<file path="src/inc/serial_port_pkg.sv">
package serial_port_pkg;

    // ------------------------------------------------------------
    // Register map (byte addresses, one word each)
    // ------------------------------------------------------------
    localparam logic [7:0] OFS_CTRL    = 8'h00; // Control and sample bits
    localparam logic [7:0] OFS_TX_DATA = 8'h04; // Transmit word
    localparam logic [7:0] OFS_RX_DATA = 8'h08; // Received word
    localparam logic [7:0] OFS_TDM_ADR = 8'h0c; // Port address for TDM mode

    // ------------------------------------------------------------
    // Control register field positions
    // ------------------------------------------------------------
    localparam int BIT_PORT_EN  = 0; // Serial port in use
    localparam int BIT_CLK_SRC  = 1; // Transmit clock made inside
    localparam int BIT_FS_DIR   = 2; // Transmit frame sync driven
    localparam int BIT_TDM_MODE = 3; // Time-division mode
    localparam int BIT_RX_SMP   = 4; // Receive clock pin level
    localparam int BIT_TX_SMP   = 5; // Transmit clock pin level
    localparam int BIT_TX_BUSY  = 6; // Transmission in progress
    localparam int BIT_TX_PEND  = 7; // Transmit word waiting
    localparam int BIT_RX_FULL  = 8; // Received word waiting

    localparam logic [3:0] CTRL_RESET = 4'h0; // All inputs after reset

    // ------------------------------------------------------------
    // Timing
    // ------------------------------------------------------------
    localparam int MCLK_PERIOD_PS = 5000;   // 200 MHz clock
    localparam int TX_CLK_DIV     = 4;      // Quarter of master clock
    localparam int TX_CLK_HALF    = TX_CLK_DIV / 2; // Cycles per level
    localparam int SYNC_STAGES    = 2;      // Pin synchroniser depth

    // ------------------------------------------------------------
    // Pin input vector positions into the synchroniser
    // ------------------------------------------------------------
    localparam int PIN_RX_CLK = 0;
    localparam int PIN_TX_CLK = 1;
    localparam int PIN_DIN    = 2;
    localparam int PIN_RX_FS  = 3;
    localparam int PIN_TX_FS  = 4;
    localparam int PIN_FLOAT  = 5;
    localparam int PIN_COUNT  = 6;

    // Software control bits
    typedef struct packed {
        logic tdm_mode;        // Time-division mode
        logic frame_sync_dir;  // Transmit frame sync is output
        logic clock_source;    // Transmit clock made inside
        logic port_en;         // Serial port in use
    } ctrl_s;

    // Two-way pin drive
    typedef struct packed {
        logic o;   // Level driven
        logic oe;  // Drive enable, high while driving
    } pin_drive_s;

endpackage

</file>
<file path="src/core/pin_sync.sv">
`timescale 1ns/1ps
// ----------------------------------------------------------------
// Two-stage synchroniser with edge pulses
// ----------------------------------------------------------------
module pin_sync #(
    parameter int WIDTH = 1
) (
    // Clock and reset
    input  wire logic             mclk,
    input  wire logic             rst_n,
    // Raw pins
    input  wire logic [WIDTH-1:0] raw,
    // Synchronised level and edges
    output logic      [WIDTH-1:0] level,
    output logic      [WIDTH-1:0] rise,
    output logic      [WIDTH-1:0] fall
);
    logic [WIDTH-1:0] meta_reg;  // First stage, read only by second
    logic [WIDTH-1:0] sync_reg;  // Second stage
    logic [WIDTH-1:0] prev_reg;  // Previous level for edges

    // Stages shift on each clock
    always_ff @(posedge mclk)
    begin
        if (!rst_n)
        begin
            meta_reg <= '0;
            sync_reg <= '0;
            prev_reg <= '0;
        end
        else
        begin
            meta_reg <= raw;
            sync_reg <= meta_reg;
            prev_reg <= sync_reg;
        end
    end

    assign level = sync_reg;
    assign rise  = sync_reg & ~prev_reg;
    assign fall  = ~sync_reg & prev_reg;
endmodule

</file>
<file path="src/core/quarter_div.sv">
`timescale 1ns/1ps
// ----------------------------------------------------------------
// Clock divider giving a square wave and edge enables
// ----------------------------------------------------------------
module quarter_div
    import serial_port_pkg::*;
#(
    parameter int HALF = TX_CLK_HALF
) (
    // Clock and reset
    input  wire logic mclk,
    input  wire logic rst_n,
    // Divided clock level and edge enables
    output logic      level,
    output logic      rise,
    output logic      fall
);
    logic [3:0] cnt_reg;    // Cycles within one level
    logic [3:0] cnt_next;
    logic       lvl_reg;    // Divided clock level
    logic       lvl_next;
    logic       wrap;       // Level ends this cycle

    // Next count and level
    always_comb
    begin
        wrap     = (cnt_reg == 4'(HALF - 1));
        cnt_next = wrap ? 4'h0 : cnt_reg + 4'h1;
        lvl_next = wrap ? ~lvl_reg : lvl_reg;
    end

    // Register count and level
    always_ff @(posedge mclk)
    begin
        if (!rst_n)
        begin
            cnt_reg <= 4'h0;
            lvl_reg <= 1'b0;
        end
        else
        begin
            cnt_reg <= cnt_next;
            lvl_reg <= lvl_next;
        end
    end

    assign level = lvl_reg;
    assign rise  = wrap & ~lvl_reg;
    assign fall  = wrap & lvl_reg;
endmodule

</file>
<file path="src/core/serial_port.sv">
// Local design decisions: the register addresses and register access over AHB-Lite.
`timescale 1ns/1ps
// Behaviour
// - Outside receive clock shifts received bits
// - Unused port: receive clock level readable
// - Clock source 0: transmit clock is input
// - Clock source 1: drive quarter-rate transmit clock
// - Unused port: transmit clock level readable
// - Transmit shift register drives serial output
// - Serial output floats when not transmitting
// - Receive frame sync fall starts receiving
// - TDM mode: receive sync pin carries address
// - Transmit frame sync fall starts transmitting
// - Transmit sync input until direction bit or TDM mode set
// - TDM mode: transmit sync is frame pulse
// - Float condition tri-states every output
module serial_port
    import serial_port_pkg::*;
#(
    parameter int WORD = 16,  // Bits per serial word
    parameter int ADRW = 8    // TDM address bits
) (
    // Clock and reset
    input  wire logic        mclk,
    input  wire logic        rst_n,
    // AHB-Lite slave
    input  wire logic        hsel,
    input  wire logic [31:0] haddr,
    input  wire logic [1:0]  htrans,
    input  wire logic        hwrite,
    input  wire logic [2:0]  hsize,
    input  wire logic [31:0] hwdata,
    input  wire logic        hready,
    output logic      [31:0] hrdata,
    output logic             hreadyout,
    output logic             hresp,
    // Receive pins
    input  wire logic        rx_serial_clock,
    input  wire logic        serial_in_pin,
    input  wire logic        rx_frame_sync_i,
    output logic             rx_frame_sync_o,
    output logic             rx_frame_sync_oe,
    // Transmit pins
    input  wire logic        tx_serial_clock_i,
    output logic             tx_serial_clock_o,
    output logic             tx_serial_clock_oe,
    output logic             serial_out_pin_o,
    output logic             serial_out_pin_oe,
    input  wire logic        tx_frame_sync_i,
    output logic             tx_frame_sync_o,
    output logic             tx_frame_sync_oe,
    // Test and emulation pins
    input  wire logic        test_reset_n,
    input  wire logic        emulation_pin_a,
    input  wire logic        emulation_pin_b_float
);

    // ------------------------------------------------------------
    // Pin synchronisation and clock divider
    // ------------------------------------------------------------
    logic [PIN_COUNT-1:0] raw;      // Pins from outside
    logic [PIN_COUNT-1:0] lvl;      // Synchronised levels
    logic [PIN_COUNT-1:0] rise;     // Rising edges
    logic [PIN_COUNT-1:0] fall;     // Falling edges
    logic                 div_lvl;  // Inside transmit clock
    logic                 div_rise;
    logic                 div_fall;
    logic                 float_on; // Float condition active

    // Float is test reset low, pin a high, pin b low
    assign raw = {~test_reset_n & emulation_pin_a & ~emulation_pin_b_float,
                  tx_frame_sync_i, rx_frame_sync_i, serial_in_pin,
                  tx_serial_clock_i, rx_serial_clock};

    pin_sync #(.WIDTH(PIN_COUNT)) u_sync (
        .mclk  (mclk),
        .rst_n (rst_n),
        .raw   (raw),
        .level (lvl),
        .rise  (rise),
        .fall  (fall)
    );

    quarter_div #(.HALF(TX_CLK_HALF)) u_div (
        .mclk  (mclk),
        .rst_n (rst_n),
        .level (div_lvl),
        .rise  (div_rise),
        .fall  (div_fall)
    );

    assign float_on = lvl[PIN_FLOAT];

    // ------------------------------------------------------------
    // Register state
    // ------------------------------------------------------------
    ctrl_s             ctrl_reg, ctrl_next;       // Control bits
    logic [WORD-1:0]   tx_data_reg, tx_data_next; // Word to send
    logic              tx_pend_reg, tx_pend_next; // Word waiting
    logic [WORD-1:0]   rx_data_reg, rx_data_next; // Last word received
    logic              rx_full_reg, rx_full_next; // Word waiting
    logic [ADRW-1:0]   adr_reg, adr_next;         // TDM port address
    logic              wr_reg, wr_next;           // Write data phase
    logic [7:0]        wadr_reg, wadr_next;       // Write address
    logic [31:0]       rdata_reg, rdata_next;     // Read data
    logic              rx_smp_reg, rx_smp_next;   // Receive clock sample
    logic              tx_smp_reg, tx_smp_next;   // Transmit clock sample
    logic              take;                      // Address phase taken
    logic              rx_done;                   // Word completed
    logic              tx_load;                   // Transmit word taken
    logic              tx_busy_reg;

    // ------------------------------------------------------------
    // Bus slave and registers
    // ------------------------------------------------------------
    // Decode, write, read and flag updates
    always_comb
    begin
        take         = hsel & htrans[1] & hready;
        wr_next      = take & hwrite;
        wadr_next    = haddr[7:0];
        ctrl_next    = ctrl_reg;
        tx_data_next = tx_data_reg;
        adr_next     = adr_reg;
        rdata_next   = rdata_reg;
        rx_full_next = rx_full_reg;
        tx_pend_next = tx_pend_reg & ~tx_load;
        // Sample bits only follow the pins while the port is unused
        rx_smp_next  = ctrl_reg.port_en ? 1'b0 : lvl[PIN_RX_CLK];
        tx_smp_next  = ctrl_reg.port_en ? 1'b0 : lvl[PIN_TX_CLK];
        // Write data phase
        if (wr_reg)
        begin
            case (wadr_reg)
                OFS_CTRL:    ctrl_next = ctrl_s'(hwdata[3:0]);
                OFS_TX_DATA:
                begin
                    tx_data_next = hwdata[WORD-1:0];
                    tx_pend_next = 1'b1;
                end
                OFS_TDM_ADR: adr_next = hwdata[ADRW-1:0];
                default:     ;
            endcase
        end
        // Read address phase, data stands in the next cycle
        if (take & ~hwrite)
        begin
            rdata_next = 32'h0;
            case (haddr[7:0])
                OFS_CTRL:
                begin
                    rdata_next[3:0]          = ctrl_reg;
                    rdata_next[BIT_RX_SMP]   = rx_smp_reg;
                    rdata_next[BIT_TX_SMP]   = tx_smp_reg;
                    rdata_next[BIT_TX_BUSY]  = tx_busy_reg;
                    rdata_next[BIT_TX_PEND]  = tx_pend_reg;
                    rdata_next[BIT_RX_FULL]  = rx_full_reg;
                end
                OFS_TX_DATA: rdata_next[WORD-1:0] = tx_data_reg;
                OFS_RX_DATA:
                begin
                    rdata_next[WORD-1:0] = rx_data_reg;
                    rx_full_next         = 1'b0;
                end
                OFS_TDM_ADR: rdata_next[ADRW-1:0] = adr_reg;
                default:     rdata_next = 32'h0;
            endcase
        end
        // A word finishing in the same cycle as the read keeps the flag
        if (rx_done)
        begin
            rx_full_next = 1'b1;
        end
    end

    // Register bus state
    always_ff @(posedge mclk)
    begin
        if (!rst_n)
        begin
            ctrl_reg    <= ctrl_s'(CTRL_RESET);
            tx_data_reg <= '0;
            tx_pend_reg <= 1'b0;
            rx_full_reg <= 1'b0;
            adr_reg     <= '0;
            wr_reg      <= 1'b0;
            wadr_reg    <= 8'h0;
            rdata_reg   <= 32'h0;
            rx_smp_reg  <= 1'b0;
            tx_smp_reg  <= 1'b0;
        end
        else
        begin
            ctrl_reg    <= ctrl_next;
            tx_data_reg <= tx_data_next;
            tx_pend_reg <= tx_pend_next;
            rx_full_reg <= rx_full_next;
            adr_reg     <= adr_next;
            wr_reg      <= wr_next;
            wadr_reg    <= wadr_next;
            rdata_reg   <= rdata_next;
            rx_smp_reg  <= rx_smp_next;
            tx_smp_reg  <= tx_smp_next;
        end
    end

    assign hrdata    = rdata_reg;
    assign hreadyout = 1'b1;
    assign hresp     = 1'b0;

    // ------------------------------------------------------------
    // Receiver
    // ------------------------------------------------------------
    logic [WORD-1:0] rx_shift_reg, rx_shift_next; // Incoming bits
    logic [4:0]      rx_cnt_reg, rx_cnt_next;     // Bits taken
    logic            rx_busy_reg, rx_busy_next;   // Receive in progress
    logic            rx_start;

    // Start on frame sync fall, sample on each clock fall
    always_comb
    begin
        rx_start      = ctrl_reg.port_en & ~rx_busy_reg & fall[PIN_RX_FS];
        rx_shift_next = rx_shift_reg;
        rx_cnt_next   = rx_cnt_reg;
        rx_busy_next  = rx_busy_reg;
        rx_data_next  = rx_data_reg;
        rx_done       = 1'b0;
        if (rx_start)
        begin
            rx_busy_next = 1'b1;
            rx_cnt_next  = 5'h0;
        end
        else if (rx_busy_reg & fall[PIN_RX_CLK])
        begin
            // One bit per edge, first bit ends up highest
            rx_shift_next = {rx_shift_reg[WORD-2:0], lvl[PIN_DIN]};
            rx_cnt_next   = rx_cnt_reg + 5'h1;
            if (rx_cnt_reg == 5'(WORD - 1))
            begin
                rx_busy_next = 1'b0;
                rx_data_next = {rx_shift_reg[WORD-2:0], lvl[PIN_DIN]};
                rx_done      = 1'b1;
            end
        end
    end

    // Register receive state
    always_ff @(posedge mclk)
    begin
        if (!rst_n)
        begin
            rx_shift_reg <= '0;
            rx_cnt_reg   <= 5'h0;
            rx_busy_reg  <= 1'b0;
            rx_data_reg  <= '0;
        end
        else
        begin
            rx_shift_reg <= rx_shift_next;
            rx_cnt_reg   <= rx_cnt_next;
            rx_busy_reg  <= rx_busy_next;
            rx_data_reg  <= rx_data_next;
        end
    end

    // ------------------------------------------------------------
    // Transmitter
    // ------------------------------------------------------------
    logic [WORD-1:0] tx_shift_reg, tx_shift_next; // Outgoing bits
    logic [4:0]      tx_cnt_reg, tx_cnt_next;     // Bits sent
    logic            tx_busy_next;
    logic            fs_drv_reg, fs_drv_next;     // Driven frame sync level
    logic            fs_out_en;                   // Frame sync is output
    logic            tx_rise;                     // Active transmit clock edge
    logic            tx_start;

    // Start on frame sync fall, or on a clock rise when driving own sync; shift on each clock rise
    always_comb
    begin
        fs_out_en     = ctrl_reg.frame_sync_dir | ctrl_reg.tdm_mode;
        tx_rise       = ctrl_reg.clock_source ? div_rise : rise[PIN_TX_CLK];
        fs_drv_next   = fs_drv_reg;
        tx_shift_next = tx_shift_reg;
        tx_cnt_next   = tx_cnt_reg;
        tx_busy_next  = tx_busy_reg;
        tx_load       = 1'b0;
        // Own frame pulse: low for one clock period, alongside the first bit of the word
        if (fs_out_en)
        begin
            tx_start = ctrl_reg.port_en & ~tx_busy_reg & tx_pend_reg & tx_rise & fs_drv_reg;
            if (tx_start)
            begin
                fs_drv_next = 1'b0;
            end
            else if (tx_rise)
            begin
                fs_drv_next = 1'b1;
            end
        end
        else
        begin
            fs_drv_next = 1'b1;
            tx_start    = ctrl_reg.port_en & ~tx_busy_reg & tx_pend_reg & fall[PIN_TX_FS];
        end
        if (tx_start)
        begin
            tx_busy_next  = 1'b1;
            tx_load       = 1'b1;
            tx_shift_next = tx_data_reg;
            tx_cnt_next   = 5'h0;
        end
        else if (tx_busy_reg & tx_rise)
        begin
            // Highest bit first, one bit per edge
            tx_shift_next = {tx_shift_reg[WORD-2:0], 1'b0};
            tx_cnt_next   = tx_cnt_reg + 5'h1;
            if (tx_cnt_reg == 5'(WORD - 1))
            begin
                tx_busy_next = 1'b0;
            end
        end
    end

    // Register transmit state
    always_ff @(posedge mclk)
    begin
        if (!rst_n)
        begin
            tx_shift_reg <= '0;
            tx_cnt_reg   <= 5'h0;
            tx_busy_reg  <= 1'b0;
            fs_drv_reg   <= 1'b1;
        end
        else
        begin
            tx_shift_reg <= tx_shift_next;
            tx_cnt_reg   <= tx_cnt_next;
            tx_busy_reg  <= tx_busy_next;
            fs_drv_reg   <= fs_drv_next;
        end
    end

    // ------------------------------------------------------------
    // Pin drivers
    // ------------------------------------------------------------
    pin_drive_s txc_reg, txc_next; // Transmit clock
    pin_drive_s dout_reg, dout_next; // Serial output
    pin_drive_s fsx_reg, fsx_next; // Transmit frame sync
    pin_drive_s fsr_reg, fsr_next; // Receive sync or TDM address

    // Drive levels and enables, all released while floating
    always_comb
    begin
        txc_next.o   = div_lvl;
        txc_next.oe  = ctrl_reg.clock_source & ~float_on;
        dout_next.o  = tx_shift_next[WORD-1];
        dout_next.oe = tx_busy_next & ~float_on;
        fsx_next.o   = fs_drv_next;
        fsx_next.oe  = fs_out_en & ~float_on;
        // Address bits go out alongside the first data bits
        fsr_next.o   = (tx_cnt_next < 5'(ADRW)) ? adr_reg[tx_cnt_next[$clog2(ADRW)-1:0]] : 1'b0;
        fsr_next.oe  = ctrl_reg.tdm_mode & tx_busy_next & ~float_on;
        if (float_on)
        begin
            txc_next.oe  = 1'b0;
            dout_next.oe = 1'b0;
        end
    end

    // Register pin drivers
    always_ff @(posedge mclk)
    begin
        if (!rst_n)
        begin
            txc_reg  <= '0;
            dout_reg <= '0;
            fsx_reg  <= '{o: 1'b1, oe: 1'b0};
            fsr_reg  <= '0;
        end
        else
        begin
            txc_reg  <= txc_next;
            dout_reg <= dout_next;
            fsx_reg  <= fsx_next;
            fsr_reg  <= fsr_next;
        end
    end

    assign tx_serial_clock_o  = txc_reg.o;
    assign tx_serial_clock_oe = txc_reg.oe;
    assign serial_out_pin_o   = dout_reg.o;
    assign serial_out_pin_oe  = dout_reg.oe;
    assign tx_frame_sync_o    = fsx_reg.o;
    assign tx_frame_sync_oe   = fsx_reg.oe;
    assign rx_frame_sync_o    = fsr_reg.o;
    assign rx_frame_sync_oe   = fsr_reg.oe;
endmodule

</file>
<file path="config.mk">
export PLATFORM = sky130hd
export DESIGN_NAME = serial_port
export DESIGN_NICKNAME = d
export VERILOG_FILES = /design/src/inc/serial_port_pkg.sv /design/src/core/pin_sync.sv /design/src/core/quarter_div.sv /design/src/core/serial_port.sv
export SDC_FILE = /design/constraint.sdc
export NUM_CORES = 1
export LEC_CHECK = 0
export ABC_AREA = 1
export BUFFER_PORTS_ARGS = -buffer_cell sky130_fd_sc_hd__buf_2
export CAP_MARGIN = 20
export CORE_MARGIN = 4
export CORE_UTILIZATION = 58
export DETAILED_ROUTE_END_ITERATION = 6
export PLACE_DENSITY = 0.83
export SLEW_MARGIN = 30
export SYNTH_ARGS = -nofsm -noshare
export SYNTH_HDL_FRONTEND = slang
export SYNTH_SLANG_ARGS = --single-unit
</file>
<file path="constraint.sdc">
create_clock -name mclk -period 4.34 [get_ports mclk]
set_input_delay 0.434 -clock mclk [delete_from_list [all_inputs] [get_ports mclk]]
set_output_delay 0.434 -clock mclk [all_outputs]
set_load 0.02 [all_outputs]
</file>
Word level (Yosys, flattened, before mapping)
Index checks and enable logic that the tools add are counted.
W data, S select, Z words.
- add/sub/neg operators: 3
- magnitude comparators: 2
- equal/unequal tests: 8
- multiplexer cells: 28
- bitwise logic cells: 37
- reductions and logical operators: 21
- operators with widths (cell ; count):
    $mux W16 ; 2
    $pmux W8 S4 ; 1
    $eq A8 B4 Y1 const B ; 3
    $and A1 B1 Y1 ; 22
    $mux W1 ; 20
    $eq A8 B3 Y1 const B ; 2
    $logic_not A8 Y1 ; 2
    $reduce_and A2 Y1 ; 8
    $pmux W7 S2 ; 1
    $reduce_bool A2 Y1 ; 6
    $add A5 B1 Y5 const B ; 2
    $eq A5 B4 Y1 const B ; 2
    $mux W5 ; 2
    $not A1 Y1 ; 10
    $reduce_or A2 Y1 ; 4
    $and A5 B5 Y5 ; 1
    $lt A5 B4 Y1 const B ; 1
    $not A5 Y5 ; 1
    $add A4 B1 Y4 const B ; 1
    $eq A4 B1 Y1 const B ; 1
    $lt A3 B4 Y1 const B ; 1
    $bmux W1 S3 ; 1
    $pmux W1 S3 ; 1
    $reduce_and A3 Y1 ; 1
    other kinds (3) ; 3
- flip-flop bits (word level): 145
- bits of input ports: 82
- output and inout bits: 42
- logic and storage cells: 132

Longest topological paths before layout
- depth after elaboration: 11
- gate-level depth with buffers: 14
- depth with buffers taken out: 14

By module
A second synthesis with hierarchy kept.
- cell total of the unflattened synthesis: 792
- area, all modules: 6030.8 um2
- modules (own cells, without submodules) (module ; times used ; cells each ; area each (um2) ; sequential area each (um2)):
    serial_port ; 1 ; 685 ; 5190.0 ; 2462.4
    pin_sync ; 1 ; 80 ; 619.3 ; 360.3
    quarter_div ; 1 ; 27 ; 221.5 ; 100.1

Worst setup path after synthesis
Ideal clock, no wire load.
- kind: register -> register
- start: reg u_div.cnt_reg[1]
- end: reg fsr_reg (netlist bit rx_frame_sync_o)
- setup time: 113 ps
- arrival: 1419 ps
- required time: 4227 ps
- setup slack: 2809 ps
- cell stages (with the launch flop): 14
- path buffers: 1
- period minus slack after synthesis: 1531 ps
- cells stage by stage: dfxtp_1 -> inv_1 -> ha_1 -> nand4_1 -> nand2_2 -> nand3_2 -> nand2_4 -> buf_6 -> nor2_4 -> nand2_1 -> nand3_1 -> nand2_1 -> nor2_1 -> nor2_1
- longest elaborated chain between the ends: 9
- elaborated cells on any way between the ends: 13
- classes of those cells: order compare (1); eq/ne (1); mux (6); bitwise (4); reduce/logical (1)
- ends and longest elaborated chain (what ; RTL line ; source):
    from (decl) ; quarter_div.sv:18 ; logic [3:0] cnt_reg;
    from (signal assigned) ; quarter_div.sv:42 ; cnt_reg <= cnt_next;
    $eq A4 B1 Y1 (*) ; quarter_div.sv:27 ; wrap = (cnt_reg == 4'(HALF - 1));
    $and A1 B1 Y1 (*) ; quarter_div.sv:48 ; assign rise = wrap & ~lvl_reg;
    $mux W1 (*) ; serial_port.sv:281 ; tx_rise = ctrl_reg.clock_source ? div_rise : rise[PIN_TX_CLK];
    $and A1 B1 Y1 (2 in a row) ; serial_port.sv:290 ; tx_start = ctrl_reg.port_en & ~tx_busy_reg & tx_pend_reg & tx_rise & fs_drv_reg;
    $mux W1 ; serial_port.sv:288 ; if (fs_out_en)
    $mux W5 (*) ; serial_port.sv:305 ; if (tx_start)
    $lt A5 B4 Y1 or $bmux W1 S3 (tied branches) ; serial_port.sv:361 ; fsr_next.o = (tx_cnt_next < 5'(ADRW)) ? adr_reg[tx_cnt_next[$clog2(ADRW)-1:0]] : 1'b0;
    $reduce_and A2 Y1 (no source line) or $mux W1 (tied branches) ; - ;
    to (signal assigned) ; serial_port.sv:385 ; fsr_reg <= fsr_next;
    to (decl) ; serial_port.sv:349 ; pin_drive_s fsr_reg, fsr_next;
Every way passes the cells marked *; elsewhere a longest branch is shown, timed or not. The select of a mux whose other input is x is not followed.
A chain may end at the register's enable or synchronous reset.

Worst setup path in the final report
- start: reg rx_busy_reg
- end: reg rx_data_reg[0]
- longest elaborated chain between the ends: 5
- elaborated cells on any way between the ends: 6
- classes of those cells: bitwise (5); reduce/logical (1)
- ends and longest elaborated chain (what ; RTL line ; source):
    from (decl) ; serial_port.sv:216 ; logic rx_busy_reg, rx_busy_next;
    from (signal assigned) ; serial_port.sv:261 ; rx_busy_reg <= rx_busy_next;
    $not A1 Y1 ; serial_port.sv:222 ; rx_start = ctrl_reg.port_en & ~rx_busy_reg & fall[PIN_RX_FS];
    $and A1 B1 Y1 (2 in a row) ; serial_port.sv:222 ;
    $not A1 Y1 (no source line) ; - ;
    $reduce_and A3 Y1 (no source line) (*) ; - ;
    to (signal assigned) ; serial_port.sv:262 ; rx_data_reg <= rx_data_next;
    to (decl) ; serial_port.sv:100 ; logic [WORD-1:0] rx_data_reg, rx_data_next;
Every way passes the cells marked *; elsewhere a longest branch is shown, timed or not.

==> flow_summary.toml <==
[final_layout]
drive_above_1_share_pct = 15.4
fin_area_um2 = 6770
finalNetCount = 896
syn2layout_area_growth_pct = 16.5
n_antenna_cell = 0
nFillCells = 771

[synthesis]
synth_top_area_share_pct = 49.6
synthArstFlopShare_pct = 0
syn_area_um2 = 5810
synth_flop_cell = "dfxtp_1"
synth.avg_cell_area_um2 = 7.65
synth.distinct_cells = 37
yosysWarningCount = 0
syn_inst = 759
synth-seq-cells = 144
synth_edf_count = 0
seq_area_frac_synth_pct = 49.6
yosysTopAreaCell = "dfxtp_1"
synth_area_leaders = "dfxtp_1 50%, inv_1 7.1%, o21ai_0 7.1%"

[sta]
maxSlewHeadroom_pct = 43.4
finalCritPeriodShare_pct = 50.0
setup_viol_count_final = 0
tightest_slew_ns = 0.850
clock.fmax_mhz = 461
fin_tns_setup_ns = 0
period_minus_slack_ns = 2.17
fin_worst_skew_ns = 0.00648
finalMaxSlewViolations = 0
hold_viol_final = 0
rsz0062_at_grt = "false"

[worst_setup_path]
path_max_fanout = 33
cp-start-kind = "flop"
cp-end-kind = "flop"
slowest_stage = "nand2_2"
cp.required_ns = 4.73
slowest_delay_ns = 0.49
critical_path.cell_chain = "nand3_1 -> buf_4 -> inv_1 -> nand2_2 -> o21ai_0 -> a21oi_1"
path_buf_inv = 2
crit_family = "buffers and inverters"
r2r_slack_ns = 2.17
cp.arrival_ns = 2.56
critical_path_class = "reg -> reg"

[routing]
wire_per_inst_um = 14.7
num_vias = 5132
first_iter_violations = 431
dr.pass1.iters = 6
ant_nets = 0
drc = 0
routed_wl_mm = 14.0
routed_via_density = 5.39

[clock_network]
cts_max_level = 4
path_clk_slew_ns = 0.06
tritoncts = "built"
cts_sinks = 144
root_buffer = "clkbuf_8"
cts-buffers-inserted = 17
cts_resized = 0
postCtsSetupBuffers = 0
ctsHoldBuffers = 0
clk_latency_ns = 0.53
clk_path_buf_depth = 2

[global_routing]
grt_pass1_vias = 4964
grt_pass1_wl_mm = 22.8
grt_overflow_total = 0
track_usage_pct = 24.8
antenna_found_initial = 0
grt_max_degree = 97

[floorplan]
dieArea_um2 = 11700
die_y_um = 108
die_w_um = 108
initial_utilization_pct = 59.4
row_count = 36
ios = 124
core-area_um2 = 9770

[place]
dpl_cell_area_um2 = 6090
gp_congestion = 0.909
dp_hpwl_mm = 9.08
port_buffers = 61

[outcome]
status = "complete, no violations"

[hold_path]
hold_class = "in -> reg"

[power]
powerDensity_nw_per_um2 = 460
p_leak_nw = 2.92
irDropWorstVdd_v = 0.000280

[flow_run]
maxCapViolCount = 0
## report_power, final
group / switching (W) / leakage (nW) / total [W] / internal [W]
clock network: 0.000547 / 0.326 / 0.00165 / 0.00111
registers: 0.0000100 / 1.17 / 0.00135 / 0.00134
logic: 0.0000763 / 1.42 / 0.000110 / 0.0000334
## metal layers
metal,wire length [um],part of all wire [%],vias up,global-route usage (%)
li1,-,-,2487,-
met1,5610,40,2362,28.8
met2,6910,49,243,41.9
met3,1100,7.9,40,7.82
met4,419,3.0,0,11.1
met5,0,0,-,0
## logic make-up after synthesis
logic type / share of synthesized area, %
other: 0.129
adder cells (fa/ha/maj): 1.29
AO/OA/AOI/OAI: 17.4
flip-flops: 49.6
buffers and inverters: 12.4
XOR/XNOR: 0.302
AND/OR/NAND/NOR: 18.8
## area by class of cell
class,instances,area (um2),share of cell area [%]
Sequential cell,144,2880,42.6
Multi-Input combinational cell,463,2270,33.5
Clock buffer,21,469,6.93
Inverter,118,443,6.55
Timing Repair Buffer,64,332,4.90
Clock inverter,10,205,3.03
Tap cell,133,166,2.46
## worst paths after layout
path | start | end | cells past startpoint
max | rx_busy_reg | rx_data_reg[0] | 6
min | emulation_pin_b_float | u_sync.meta_reg[5] | 2
max reg2reg | rx_busy_reg | rx_data_reg[0] | 6
min reg2reg | u_sync.meta_reg[3] | u_sync.level[3] | 2
## placed cells by master (no fill, tap or decap), types with 15 or more instances in the layout
| cell | n |
|---|---|
| dfxtp_1 | 144 |
| inv_1 | 110 |
| nand2_1 | 108 |
| o21ai_0 | 82 |
| nor2_1 | 75 |
| a21oi_1 | 71 |
| buf_2 | 61 |
| nand3_1 | 21 |
| conb_1 | 18 |
| clkbuf_16 | 16 |
| nor3_1 | 15 |
| o22ai_1 | 15 |
## synth_stat cells, types with 5 or more instances
library cell  count
dfxtp_1         144
inv_1           110
nand2_1         109
o21ai_0          82
nor2_1           76
a21oi_1          71
clkbuf_1         24
nand3_1          21
buf_4            20
nor3_1           15
o22ai_1          15
o21ai_1          13
inv_2             8
ha_1              6
nand3_2           5
## per-stage QoR
step / util [%] / std cells / power [W] / worst slack, ns / hold slack (ns)
detailed placement: 62.3 / 922 / 0.00149 / 1.87 / 0.399
finish: 69.2 / 953 / 0.00311 / 2.17 / 0.0709
global route: 69.2 / 953 / 0.00319 / 1.94 / 0.0620
global placement: 62.2 / 921 / 0.00148 / 2.01 / 0.393
CTS: 69.2 / 953 / 0.00312 / 1.82 / 0.0554
floorplan: - / 775 / 0.00146 / 2.81 / 0.390
Note: power is estimated with default switching activity, not from simulation.
